[src/logic/mmd_pkg.sv]
// package for the memory map decode and security block
package mmd_pkg;

  // ------------------------------------------------------------
  // register map and field layout
  // ------------------------------------------------------------
  localparam logic [15:0] PageSelOffset  = 16'h001e;
  localparam logic [15:0] ModeRegOffset  = 16'h001d;
  localparam logic [6:0]  PageSelReset   = 7'h00;
  localparam logic [8:0]  VecPtrReset    = 9'h1ff;
  localparam int          VecPtrHi       = 15;
  localparam int          VecPtrLo       = 7;
  localparam int          BootModeBit    = 6;
  localparam int          OverlayBit     = 5;
  localparam int          DataRomBit     = 3;
  localparam logic [1:0]  SyncFillDone   = 2'h2;

  // ------------------------------------------------------------
  // address ranges
  // ------------------------------------------------------------
  localparam logic [15:0] DataPage0End   = 16'h007f;
  localparam logic [15:0] LowRamEnd      = 16'h7fff;
  localparam logic [15:0] RomBase        = 16'hc000;
  localparam logic [15:0] BootLoaderBase = 16'hf800;
  localparam logic [15:0] BootLoaderEnd  = 16'hfbff;
  localparam logic [15:0] FactoryBase    = 16'hff00;
  localparam logic [15:0] FactoryEnd     = 16'hff7f;
  localparam logic [15:0] ResetVector    = 16'hff80;
  localparam logic [22:0] HighRamBase    = 23'h018000;
  localparam logic [22:0] HighRamEnd     = 23'h01ffff;
  localparam logic [15:0] HostReadLo     = 16'h4000;
  localparam logic [15:0] HostReadHi     = 16'h5fff;
  localparam logic [15:0] SecureReadData = 16'hffff;
  localparam int          VectorWords    = 4;
  localparam int          VectorPageBits = 7;
  localparam int          PageCount      = 128;
  localparam int          BlockBits      = 13;

  // ------------------------------------------------------------
  // types
  // ------------------------------------------------------------
  typedef enum logic [1:0] {
    SecNone    = 2'b00,
    SecRomOnly = 2'b01,
    SecRamRom  = 2'b10
  } mmd_sec_e;

  typedef enum logic [1:0] {
    TgtExt = 2'b00,
    TgtRam = 2'b01,
    TgtRom = 2'b10
  } mmd_tgt_e;

  typedef struct packed {
    mmd_tgt_e   target;
    logic [2:0] ramBlock;
    logic [12:0] ramOffset;
    logic [22:0] extAddr;
    logic       secBlock;
  } mmd_route_s;

endpackage : mmd_pkg

[src/logic/mmd_decode.sv]
// memory map decode, paging, vector relocation and security gating
`timescale 1ns/1ps

// ------------------------------------------------------------
// behaviour notes
// ------------------------------------------------------------
// every answer comes one enabled clock after its request
// routes hold until the next request of the same kind; valids are single pulses
// the boot-mode pin crosses two flip-flops, so the boot capture and the
// reset-vector load come on the third enabled edge after reset release
// vector requests up to and including the capture edge are dropped; hold them off until after it
// under the ram-and-rom option the captured boot bit is always zero
// software may still set the boot bit later and so hide the rom
// rom gating trusts the fetch source flag; a wrong flag opens the rom
// gated rom data trails the program route by one more clock
// soft reset clears paging and both mapping bits but keeps vectors and boot bit
// a register write and a soft reset in one clock: the write wins
// page select holds seven bits; the upper bits of a write are dropped
// the mode register keeps only the vector pointer, the boot bit and both mapping bits
// data page zero never reaches ram in program space, even with overlay on
// high ram in program space answers on page one only
// rom answers only on page zero and only at c000h and above
// the security option is a build parameter; nothing at run time lifts it
// clock enable low freezes every register, the synchroniser included
module mmd_decode
  import mmd_pkg::*;
#(
  parameter mmd_sec_e SecMode = SecNone
)(
  input  wire logic        mclk,
  input  wire logic        rst_n,
  input  wire logic        clkEn,
  input  wire logic        bootModePin,
  input  wire logic        softReset,
  // data-space access from the data address generator
  input  wire logic        dataReq,
  input  wire logic        dataWrite,
  input  wire logic [15:0] dataAddr,
  input  wire logic [15:0] dataWrData,
  // program-space fetch or read from the program address generator
  input  wire logic        progReq,
  input  wire logic [15:0] progAddr,
  input  wire logic        progIsDataRead,
  input  wire logic        fetchFromRom,
  // trap or interrupt vector request
  input  wire logic        vecReq,
  input  wire logic [4:0]  vecNum,
  // host port request
  input  wire logic        hostReq,
  input  wire logic        hostWrite,
  input  wire logic [15:0] hostAddr,
  // returned ROM data on a program read
  input  wire logic [15:0] romRdData,
  // outputs
  output logic             dataValid,
  output mmd_route_s       dataRoute,
  output logic             progValid,
  output mmd_route_s       progRoute,
  output logic [15:0]      romRdGated,
  output logic             pcLoad,
  output logic [22:0]      pcValue,
  output logic             hostGrant,
  output logic             hostRefused,
  output logic             emuEnable,
  output logic [6:0]       pageSelect,
  output logic [15:0]      modeReg,
  output logic             regRdValid,
  output logic [15:0]      regRdData
);

  // ------------------------------------------------------------
  // state
  // ------------------------------------------------------------
  typedef struct packed {
    logic        bootPend;
    logic [1:0]  syncFill;
    logic [6:0]  pageSel;
    logic [8:0]  vecPtr;
    logic        bootMode;
    logic        overlay;
    logic        dataRom;
    logic        dataValid;
    mmd_route_s  dataRoute;
    logic        progValid;
    mmd_route_s  progRoute;
    logic [15:0] romRd;
    logic        pcLoad;
    logic [22:0] pcValue;
    logic        hostGrant;
    logic        hostRefused;
    logic        emuEnable;
    logic        regRdValid;
    logic [15:0] regRdData;
    logic        pinMeta;
    logic        pinSync;
  } mmd_state_s;

  mmd_state_s st_q;
  mmd_state_s st_d;

  localparam logic SecureOn = (SecMode != SecNone);

  // ------------------------------------------------------------
  // helpers
  // ------------------------------------------------------------
  // true when addr lies inclusively between lo and hi
  function automatic logic inRange(input logic [15:0] a, input logic [15:0] lo, input logic [15:0] hi);
    inRange = (a >= lo) && (a <= hi);
  endfunction : inRange

  // true for the on-chip low RAM window above data page zero
  function automatic logic lowRamHit(input logic [15:0] a);
    lowRamHit = (a > DataPage0End) && (a <= LowRamEnd);
  endfunction : lowRamHit

  // route to a RAM block by the top three address bits
  function automatic mmd_route_s ramRoute(input logic [15:0] a, input logic [22:0] full);
    mmd_route_s r;
    r = '0;
    r.target    = TgtRam;
    r.ramBlock  = a[15:BlockBits];
    r.ramOffset = a[BlockBits-1:0];
    r.extAddr   = full;
    ramRoute    = r;
  endfunction : ramRoute

  // mode register image
  function automatic logic [15:0] modeImage(input mmd_state_s s);
    logic [15:0] m;
    m = '0;
    m[VecPtrHi:VecPtrLo] = s.vecPtr;
    m[BootModeBit]       = s.bootMode;
    m[OverlayBit]        = s.overlay;
    m[DataRomBit]        = s.dataRom;
    modeImage            = m;
  endfunction : modeImage

  // ------------------------------------------------------------
  // next-state logic
  // ------------------------------------------------------------
  always_comb
  begin
    logic [22:0] fullProg;
    mmd_route_s  r;
    logic        romHit;
    st_d = st_q;
    fullProg = {st_q.pageSel, progAddr};
    r = '0;
    romHit = 1'b0;

    // pin synchroniser, second stage only is read
    st_d.pinMeta = bootModePin;
    st_d.pinSync = st_q.pinMeta;

    // one-cycle outputs default low; emulation enable is set from the security option
    st_d.dataValid  = 1'b0;
    st_d.progValid  = 1'b0;
    st_d.pcLoad     = 1'b0;
    st_d.hostGrant  = 1'b0;
    st_d.hostRefused = 1'b0;
    st_d.regRdValid = 1'b0;
    st_d.emuEnable  = ~SecureOn;

    // boot-mode capture once the pin has crossed both synchroniser stages
    if (st_q.bootPend && st_q.syncFill != SyncFillDone)
      st_d.syncFill = st_q.syncFill + 2'h1;
    else if (st_q.bootPend)
    begin
      st_d.bootPend = 1'b0;
      st_d.bootMode = (SecMode == SecRamRom) ? 1'b0 : st_q.pinSync;
      st_d.pcLoad   = 1'b1;
      st_d.pcValue  = {7'h00, ResetVector};
    end
    else if (softReset)
    begin
      st_d.pageSel = PageSelReset;            // vector pointer and boot bit kept
      st_d.overlay = 1'b0;
      st_d.dataRom = 1'b0;
    end

    // data-space decode
    if (dataReq)
    begin
      r = '0;
      // external address is kept on every route
      r.extAddr = {7'h00, dataAddr};
      if (lowRamHit(dataAddr))
        r = ramRoute(dataAddr, {7'h00, dataAddr});
      else if (dataAddr > LowRamEnd && st_q.dataRom)
        r = ramRoute(dataAddr, {7'h00, dataAddr});
      else
        r.target = TgtExt;
      st_d.dataRoute = r;
      st_d.dataValid = 1'b1;
      // register access
      if (dataAddr == PageSelOffset)
      begin
        if (dataWrite)
          st_d.pageSel = dataWrData[6:0];
        st_d.regRdData = {9'h000, st_q.pageSel};
        st_d.regRdValid = ~dataWrite;
      end
      else if (dataAddr == ModeRegOffset)
      begin
        if (dataWrite)
        begin
          st_d.vecPtr   = dataWrData[VecPtrHi:VecPtrLo];
          st_d.bootMode = dataWrData[BootModeBit];
          st_d.overlay  = dataWrData[OverlayBit];
          st_d.dataRom  = dataWrData[DataRomBit];
        end
        st_d.regRdData = modeImage(st_q);
        st_d.regRdValid = ~dataWrite;
      end
    end

    // program-space decode, one target only
    if (progReq)
    begin
      r = '0;
      r.extAddr = fullProg;
      r.target  = TgtExt;
      // rom answers only on page zero while the boot-mode bit is low
      romHit = (st_q.pageSel == 7'h00) && (progAddr >= RomBase) && !st_q.bootMode;
      if (st_q.overlay && lowRamHit(progAddr))
        r = ramRoute(progAddr, fullProg);
      else if (fullProg >= HighRamBase && fullProg <= HighRamEnd)
        r = ramRoute(progAddr, fullProg);
      else if (romHit)
      begin
        r.target = TgtRom;
        r.ramOffset = progAddr[BlockBits-1:0];
        r.secBlock = SecureOn && progIsDataRead && !fetchFromRom;
      end
      st_d.progRoute = r;
      st_d.progValid = 1'b1;
    end

    // secure ROM read returns all ones to non-ROM code
    st_d.romRd = (st_q.progValid && st_q.progRoute.secBlock) ? SecureReadData : romRdData;

    // vector load on trap or interrupt
    if (vecReq && !st_q.bootPend)
    begin
      st_d.pcLoad  = 1'b1;
      st_d.pcValue = {7'h00, st_q.vecPtr, vecNum, 2'b00};
    end

    // host port gating
    if (hostReq)
    begin
      if (SecMode == SecRamRom && !hostWrite && !inRange(hostAddr, HostReadLo, HostReadHi))
        st_d.hostRefused = 1'b1;
      else
        st_d.hostGrant = 1'b1;
    end
  end

  // ------------------------------------------------------------
  // state register
  // ------------------------------------------------------------
  always_ff @(posedge mclk or negedge rst_n)
  begin
    if (!rst_n)
    begin
      // control state: page zero, vectors on the top page, boot capture pending
      st_q.bootPend    <= 1'b1;
      st_q.syncFill    <= 2'h0;
      st_q.pageSel     <= PageSelReset;
      st_q.vecPtr      <= VecPtrReset;
      st_q.bootMode    <= 1'b0;
      st_q.overlay     <= 1'b0;
      st_q.dataRom     <= 1'b0;
      // answers and pulses all quiet
      st_q.dataValid   <= 1'b0;
      st_q.dataRoute   <= '0;
      st_q.progValid   <= 1'b0;
      st_q.progRoute   <= '0;
      st_q.romRd       <= 16'h0000;
      st_q.pcLoad      <= 1'b0;
      st_q.pcValue     <= 23'h000000;
      st_q.hostGrant   <= 1'b0;
      st_q.hostRefused <= 1'b0;
      st_q.emuEnable   <= 1'b0;
      st_q.regRdValid  <= 1'b0;
      st_q.regRdData   <= 16'h0000;
      // synchroniser starts empty; the boot capture waits for it to fill
      st_q.pinMeta     <= 1'b0;
      st_q.pinSync     <= 1'b0;
    end
    else if (clkEn)
      st_q <= st_d;
  end

  // ------------------------------------------------------------
  // outputs
  // ------------------------------------------------------------
  // decode answers
  assign dataValid   = st_q.dataValid;
  assign dataRoute   = st_q.dataRoute;
  assign progValid   = st_q.progValid;
  assign progRoute   = st_q.progRoute;
  assign romRdGated  = st_q.romRd;

  // vector and host answers
  assign pcLoad      = st_q.pcLoad;
  assign pcValue     = st_q.pcValue;
  assign hostGrant   = st_q.hostGrant;
  assign hostRefused = st_q.hostRefused;
  assign emuEnable   = st_q.emuEnable;

  // register views
  assign pageSelect  = st_q.pageSel;
  assign modeReg     = modeImage(st_q);
  assign regRdValid  = st_q.regRdValid;
  assign regRdData   = st_q.regRdData;

endmodule : mmd_decode

[config.mk]
export PLATFORM = sky130hd
export DESIGN_NAME = mmd_decode
export DESIGN_NICKNAME = d
export VERILOG_FILES = /design/src/logic/mmd_pkg.sv /design/src/logic/mmd_decode.sv
export SDC_FILE = /design/constraint.sdc
export NUM_CORES = 1
export LEC_CHECK = 0
export ABC_AREA = 0
export BUFFER_PORTS_ARGS = -buffer_cell sky130_fd_sc_hd__buf_2
export CAP_MARGIN = 20
export CORE_UTILIZATION = 50
export CTS_CLUSTER_SIZE = 30
export DETAILED_ROUTE_END_ITERATION = 10
export PLACE_DENSITY = 0.91
export SETUP_SLACK_MARGIN = 0.15
export SYNTH_ARGS = -nofsm -noshare
export SYNTH_HDL_FRONTEND = slang
export SYNTH_SLANG_ARGS = --single-unit
[constraint.sdc]
create_clock -name mclk -period 1.95 [get_ports mclk]
set_input_delay 0.0975 -clock mclk [delete_from_list [all_inputs] [get_ports mclk]]
set_output_delay 0.0975 -clock mclk [all_outputs]
set_load 0.01 [all_outputs]
# Word level (Yosys, flattened, before mapping)

Index checks and enable logic that the tools add are counted.

Register bits after elaboration: 169
Bits in latches: 0
Memory bits (writable): 0
Bits in read-only memories: 0
Bits of input ports: 98
Output and inout port bits: 169
Word-level logic and storage cells: 97
Memories kept: 0

Add/sub/neg operators: 1
Multipliers: 0
Div/mod/pow operators: 0
Magnitude comparators: 8
Equality and inequality tests: 4
Shifts and indexed selects: 0
Mux-type cells: 31
Bitwise operators: 3
Reduce and logical (&&, ||, !) cells: 22

Operator list:

| kind                   | number |
|---|---|
| $mux W24               | 3 |
| $mux W62               | 1 |
| $mux W17               | 3 |
| $mux W43               | 1 |
| $mux W42               | 1 |
| $mux W41               | 1 |
| $mux W40               | 1 |
| $mux W12               | 3 |
| $mux W7                | 5 |
| $eq A16 B5 Y1 const B  | 2 |
| $gt A16 B7 Y1 const B  | 2 |
| $le A16 B15 Y1 const B | 2 |
| $mux W13               | 2 |
| $ge A23 B17 Y1 const B | 1 |
| $le A23 B17 Y1 const B | 1 |
| $ge A16 B16 Y1 const B | 1 |
| $gt A16 B15 Y1 const B | 1 |
| $mux W16               | 1 |
| $logic_and A1 B1 Y1    | 10 |
| $mux W2                | 4 |
| $reduce_and A2 Y1      | 4 |
| $logic_not A7 Y1       | 1 |
| $mux W3                | 2 |
| $reduce_and A3 Y1      | 2 |
| 8 further kinds        | 14 |

# Depth between registers and ports, before layout

Gate-level depths: netlist of run 1.

Word-level depth: 7
Depth in mapped cells: 6
Depth with buffers taken out: 5

# Least setup slack after synthesis of run 1

OpenSTA, ideal clock, no wires.

Kind: reg2reg
From: register st_q (netlist bit pageSelect[6])
To: register progRoute[36] (netlist name)
Data arrival time: 1,538 ps
Data required time: 1,876 ps
Setup slack: 338 ps
Cell stages (with the launch flop): 6
Clock period less this slack: 1,612 ps
Path through: dfrtp_1 or4b_4 nor4_4 a21oi_2 buf_6 o21ai_2

Cells in the longest elaborated chain, start to end: 6

Ends and longest elaborated chain:

| what                                                                   | RTL line          | RTL |
|---|---|---|
| start, declared                                                        | mmd_decode.sv:98  | `mmd_state_s st_q;` |
| start signal, assigned                                                 | mmd_decode.sv:292 | `st_q <= st_d;` |
| parallel branches: the longest is 4 deep, another holds $ge A23 B17 Y1 | n/a               |  |
| $mux W13 (*)                                                           | mmd_decode.sv:227 | `else if (fullProg >= HighRamBase && fullProg <= HighRamEnd)` |
| $mux W42 (*)                                                           | mmd_decode.sv:225 | `if (st_q.overlay && lowRamHit(progAddr))` |

Every way passes the cells marked *.
A chain may end at the register's enable or synchronous reset.

# Final worst setup path of run 1

From: register st_q (netlist bit pageSelect[6])
To: register progRoute[24] (netlist name)

Cells in the longest elaborated chain, start to end: 6

Ends and longest elaborated chain:

| what                                                                   | RTL line |
|---|---|
| parallel branches: the longest is 4 deep, another holds $ge A23 B17 Y1 | n/a |
| $mux W13 (*)                                                           | mmd_decode.sv:227 |
| $mux W42 (*)                                                           | mmd_decode.sv:225 |

Marks and branches as above.

==> flow_summary.yaml, run 1 <==
sta:
  fin_ws_ns: 0.1990
  setup-tns-final_ns: 0
  maxSlewHeadroom_pct: 57.93
  timing.fmax_mhz: 571.1
  grt_setup_unrepaired: "yes"
  period_needed_ns: 1.751
  setup_viol: 0
  slew_viol_final: 0
  finalHoldViolCount: 0
  worst_pin_slew_ns: 0.6311
  skew_ns: 0.009860
  finalCritPeriodShare_pct: 89.80
  holdWs_ns: 0.1800
cts:
  clock-sinks: 150
  worstSkewPairLatency_ns: 0.42
  cts_tree: "yes"
  clock-root-buffer: "clkbuf_16"
  path_clk_slew_ns: 0.06
  cts_max_level: 4
  cts_made_buffers: 17
  cts_buffer_depth: 2
placement:
  preCtsSetupSlack_ns: 0.1344
  portBuffers: 223
  gp_congestion: 0.8233
  dp_hpwl_um: 11730
final_layout:
  drive_above_1_share_pct: 38.12
  area_growth_syn_to_layout_pct: 24.30
  finalNetCount: 978
global_routing:
  groute.usage.overall_pct: 25.15
  grt_max_degree: 50
  overflow: 0
  grt_pass1_wl_um: 28490
  antenna_found_initial: 2
  grt_pass1_vias: 5636
floorplanning:
  die_height_um: 122.6
  row_count: 43
  ios: 267
  die_w_um: 122.6
  die_area_sq_um: 15030
  core_sq_um: 14040
  start_util_pct: 51.78
yosys:
  ys.flop_type: "dfrtp_1"
  yosysTopAreaCell: "dfrtp_1"
  yosysUniqueCellTypes: 45
  synth-seq-cells: 150
  syn_area_sq_um: 7271
  synth_commonest_cells: "166 x nand2_1, 163 x buf_4, 140 x dfrtp_1, 22 x clkbuf_1, 21 x mux2_2"
  post-synth-top-count-cell: "nand2_1"
  synth_warnings: 0
  synth_edf_count: 0
  synth_cells: 699
  synth_top_area_share_pct: 48.18
  ys_seq_area_share_pct: 51.80
  synthArstFlopShare_pct: 100.0
  yosys-top-cells-area: "dfrtp_1 48%, buf_4 17%, nand2_1 8.6%"
  avgSynthCellArea_sq_um: 10.40
setup_path:
  cp-start-kind: "flop"
  cp_slowest_cell: "or4b_4"
  cp_max_fo: 10
  crit_path_end_kind: "flop"
  crit_arrival_ns: 2.10
  path_cells: "or4b_4, nor4_4, a21oi_4, buf_4, o21ai_2"
  slowest_delay_ns: 0.55
  crit_required_ns: 2.29
  critical_path_class: "reg2reg"
drt:
  route.met2.wl_um: 9415
  wirelength_um: 17960
  wl_met1_um: 7072
  ant_nets: 0
  wl_per_cell_um: 16.74
  via_per_inst: 4.994
  wl_met3_um: 1046
  first_iter_violations: 277
  highest_layer: "met5"
  num_vias: 5359
  drc_errors: 0
  dr.pass1.iters: 6
flow_run:
  max_cap_viol_count: 0
power:
  ir_worst_vdd_v: 0.0007642
  power_leakage_uw: 0.004893
  powerDensity_nw_per_um2: 889.9
min_path:
  holdCritPathClass: "in2async"
outcome:
  outcome: "completed"
==> state kept, by name (all words and copies together), names as in the netlist <==
name        count
pcLoad          1
st_d            1
dataValid       1
pcValue        14
progRoute      41
pageSelect      7
progValid       1
st_q            4
dataRoute      33
hostGrant       1
regRdData      16
emuEnable       1
modeReg        12
romRdGated     16
regRdValid      1
==> power by group <==
group	internal, uW	switching [uW]	total (uW)
Sequential	3340	126	3460
Combinational	487	583	1070
Clock	2250	1260	3510
==> stage by stage <==
step	total power (uW)	instance area [sq um]	std cells	util, %
finish	8043	9037	1073	64.36
global route	8377	9037	1073	64.36
CTS	8065	8934	1062	63.62
detailed placement	4426	7556	956	53.81
global placement	4382	7556	956	53.81
floorplan	4248	7357	722	-
==> area by class of cell <==
type	count	area, sq um
Tap cell	180	225.2
Antenna cell	1	2.502
Multi-Input combinational cell	366	2195
Fill cell	1055	5005
Sequential cell	150	3767
Clock buffer	25	485.5
Clock inverter	7	143.9
Timing Repair Buffer	328	2158
Inverter	16	60.06
==> worst paths after layout <==
| path | start | end | slack [ns] | cells past startpoint |
|---|---|---|---|---|
| hold / removal | rst_n | dataRoute[29]$_DFFE_PN0P_ | 0.18 | 2 |
| setup / recovery | pageSelect[6]$_DFFE_PN0P_ | progRoute[24]$_DFFE_PN0P_ | 0.20 | 5 |
| max in group asynchronous | rst_n | progRoute[6]$_DFFE_PN0P_ | 0.97 | 3 |
| hold reg to reg | emuEnable$_DFFE_PN0P_ | emuEnable$_DFFE_PN0P_ | 0.47 | 1 |
| min in group mclk | progReq | progValid$_DFFE_PN0P_ | 0.20 | 4 |
| setup reg to reg | pageSelect[6]$_DFFE_PN0P_ | progRoute[24]$_DFFE_PN0P_ | 0.20 | 5 |
==> cells in the final DEF, fill, tap and decap left out, types with 2 or more instances in the layout <==
cell type and instances:
conb_1 24, nand2b_1 4, dlygate4sd3_1 74, o2111ai_1 3, dfstp_2 10, o21ai_1 4
nor2b_1 4, dfrtp_1 139, o22a_1 9, nor4_1 2, nand2_1 166, o21ai_0 15
buf_2 222, clkbuf_1 5, mux2i_1 11, a21o_1 10, buf_4 26, clkinvlp_4 2
a32o_1 9, a32oi_1 4, o21ai_2 10, clkbuf_8 3, nand3b_1 2, and2_1 5
mux2_2 21, a22o_1 8, inv_1 16, a21oi_1 15, nor4_4 3, bufinv_16 4
nand3_1 8, mux2_4 7, nor2_1 6, buf_12 5, clkbuf_16 17
==> critical path: cells and delay by family, from the launching register on <==
kind,cells,cell delay (ns)
simple gates,2,0.80
buf+inv,1,0.17
compound gates,2,0.27
flops,1,0.43
==> routing by layer <==
metal,vias to the layer above,global-route usage [%]
met5,-,0
met1,2619,28.26
met4,2,10.44
met2,212,44.84
li1,2490,-
met3,36,6.691
==> repair_timing <==
action | in CTS | in global routing
setup buffers | 0 | 10
hold buffers | 74 | 0
hold endpoints to repair | 178 | 0
gates resized for setup | 1 | 5
setup endpoints to repair | 1 | 14
pin swaps | 0 | 3
==> logic make-up (layout without fill, tap and decap cells) <==
logic type      count (synthesis)  in the layout  share of synthesized area (%)
other cells                     1             25                        0.05158
compound gates                 91             91                          9.138
flops                         150            150                          51.80
mux                            39             39                          6.212
xor+xnor                        1              1                         0.1205
fa+ha+maj                       1              1                         0.1721
simple gates                  210            210                          13.20
buf+inv                       206            376                          19.31
Power figures use the tool's default switching activity.
==> run 2: changes to the inputs <==
Settings changed: CORE_UTILIZATION 50 to 51, CTS_BUF_LIST from default to sky130_fd_sc_hd__clkbuf_8, PLACE_DENSITY 0.91 to 0.92.
==> flow_summary.yaml, run 2 (synthesis gave the netlist of run 1 again) <==
cts:
  cts_max_level: 4
  cts_buffer_depth: 2
  cts_made_buffers: 17
  cts_tree: "yes"
  path_clk_slew_ns: 0.09
  worstSkewPairLatency_ns: 0.45
  clock-root-buffer: "clkbuf_8"
  clock-sinks: 150
floorplanning:
  die_area_sq_um: 14740
  row_count: 43
  die_height_um: 121.4
  core_sq_um: 13880
  die_w_um: 121.4
  start_util_pct: 52.38
  ios: 267
drt:
  wirelength_um: 17870
  wl_per_cell_um: 16.84
  first_iter_violations: 318
  via_per_inst: 5.098
  num_vias: 5409
  ant_nets: 0
  dr.pass1.iters: 7
  drc_errors: 0
setup_path:
  cp-start-kind: "flop"
  crit_required_ns: 2.33
  cp_slowest_cell: "or4b_4"
  path_cells: "or4b_4, nor4_4, buf_4, a21oi_1, o21ai_0"
  crit_arrival_ns: 2.14
  reg2reg_from: "pageSelect[4]$_DFFE_PN0P_"
  r2r_cells: 5
  crit_path_end_kind: "flop"
  critical_path_class: "reg2reg"
  cp-startpoint: "pageSelect[4]$_DFFE_PN0P_"
  slowest_delay_ns: 0.50
  reg2reg_slack_ns: 0.18
  reg2reg_to: "progRoute[38]$_DFFE_PN0P_"
  cp_max_fo: 5
sta:
  maxSlewHeadroom_pct: 58.73
  worst_pin_slew_ns: 0.6191
  fin_ws_ns: 0.1825
  timing.fmax_mhz: 565.8
  grt_setup_unrepaired: "yes"
  finalHoldViolCount: 0
  period_needed_ns: 1.767
  holdWs_ns: 0.1232
  finalCritPeriodShare_pct: 90.64
  skew_ns: 0.008810
  setup_viol: 0
  setup-tns-final_ns: 0
  slew_viol_final: 0
final_layout:
  drive_above_1_share_pct: 37.50
  final_cell_mix: "222 x buf_2, 166 x nand2_1, 139 x dfrtp_1"
  finalNetCount: 966
  largest_reg_flops: 41
  reg.largest.list: "progRoute x41, dataRoute x33"
  final_util_pct: 62.51
  largest_register: "progRoute"
  mostFrequentLayoutCell: "buf_2"
  area_growth_syn_to_layout_pct: 19.34
global_routing:
  grt_pass1_wl_um: 27930
  grt_max_degree: 54
  groute.usage.overall_pct: 25.05
  antenna_found_initial: 2
  overflow: 0
  grt_pass1_vias: 5609
outcome:
  outcome: "completed"
placement:
  dp_hpwl_um: 11430
  gp_congestion: 0.7833
  portBuffers: 223
  preCtsSetupSlack_ns: 0.2211
power:
  totalPowerFinal_uw: 6840
  ir_worst_vdd_v: 0.0004768
  power_leakage_uw: 0.004719
  powerDensity_nw_per_um2: 788.2
min_path:
  hp-start: "clkEn"
  min_path_cells: 3
  min_to: "st_q[169]$_DFFE_PN1P_"
  holdCritPathClass: "in2reg"
flow_run:
  max_cap_viol_count: 0
[run 2: cell count changes in the layout (fill, tap and decap cells not counted), moves of 3 or more]
cell | before | now
clkinv_2 | 0 | 3
clkinvlp_4 | 2 | 5
clkbuf_8 | 3 | 18
clkbuf_1 | 5 | 0
buf_4 | 26 | 14
clkbuf_16 | 17 | 0
[run 2: through the flow]
step,area (sq um),cells
floorplan,7357,722
global placement,7511,950
detailed placement,7511,950
CTS,8647,1057
global route,8677,1061
finish,8677,1061
[run 2: final cells by class]
type / count / area, sq um
Clock inverter: 14 / 137.6
Tap cell: 180 / 225.2
Clock buffer: 18 / 247.7
Sequential cell: 150 / 3767
Timing Repair Buffer: 316 / 2049
Fill cell: 1062 / 5204
Antenna cell: 1 / 2.502
Multi-Input combinational cell: 366 / 2187
Inverter: 16 / 60.06
[run 2: how the worst max path moves through the flow]
stage	end	slack, ns	cells after the start
5_1_grt	progRoute[38]$_DFFE_PN0P_	0.12	5
2_1_floorplan	progRoute[36]$_DFFE_PN0P_	0.34	5
6_report	progRoute[38]$_DFFE_PN0P_	0.18	5
3_3_place_gp	progRoute[33]$_DFFE_PN0P_	0.27	5
4_1_cts	progRoute[33]$_DFFE_PN0P_	0.21	5
3_5_place_dp	progRoute[34]$_DFFE_PN0P_	0.22	5
[run 2: repair_timing]
| item | CTS | global route |
|---|---|---|
| buffers inserted | 0 | 2 |
| resized for setup | 0 | 5 |
| endpoints found under the hold margin | 251 | 0 |
| setup endpoints to repair | 0 | 4 |
| hold buffers | 75 | 0 |
[run 2: metal layers]
layer  share of wire (%)  wire length (um)  vias up  GRT usage [%]
met5               0.050                 9        -              0
met4                 2.8               498        2          11.11
met3                 7.4              1324       48          7.143
met2                  51              9125      278          43.43
met1                  39              6908     2622          28.54
li1                    -                 -     2459              -
[run 2: power breakdown]
group	switching, uW	total [uW]	internal (uW)	leakage [uW]
Clock	1180	2330	1150	0.000189
Sequential	123	3450	3330	0.00189
Combinational	577	1050	475	0.00264
[run 2: critical path, delay by kind of cell (launching register included)]
| family | cells | cell delay (ns) |
|---|---|---|
| buffers and inverters | 1 | 0.16 |
| and+or+nand+nor | 2 | 0.80 |
| AOI/OAI and AO/OA | 2 | 0.28 |
| DFF | 1 | 0.45 |
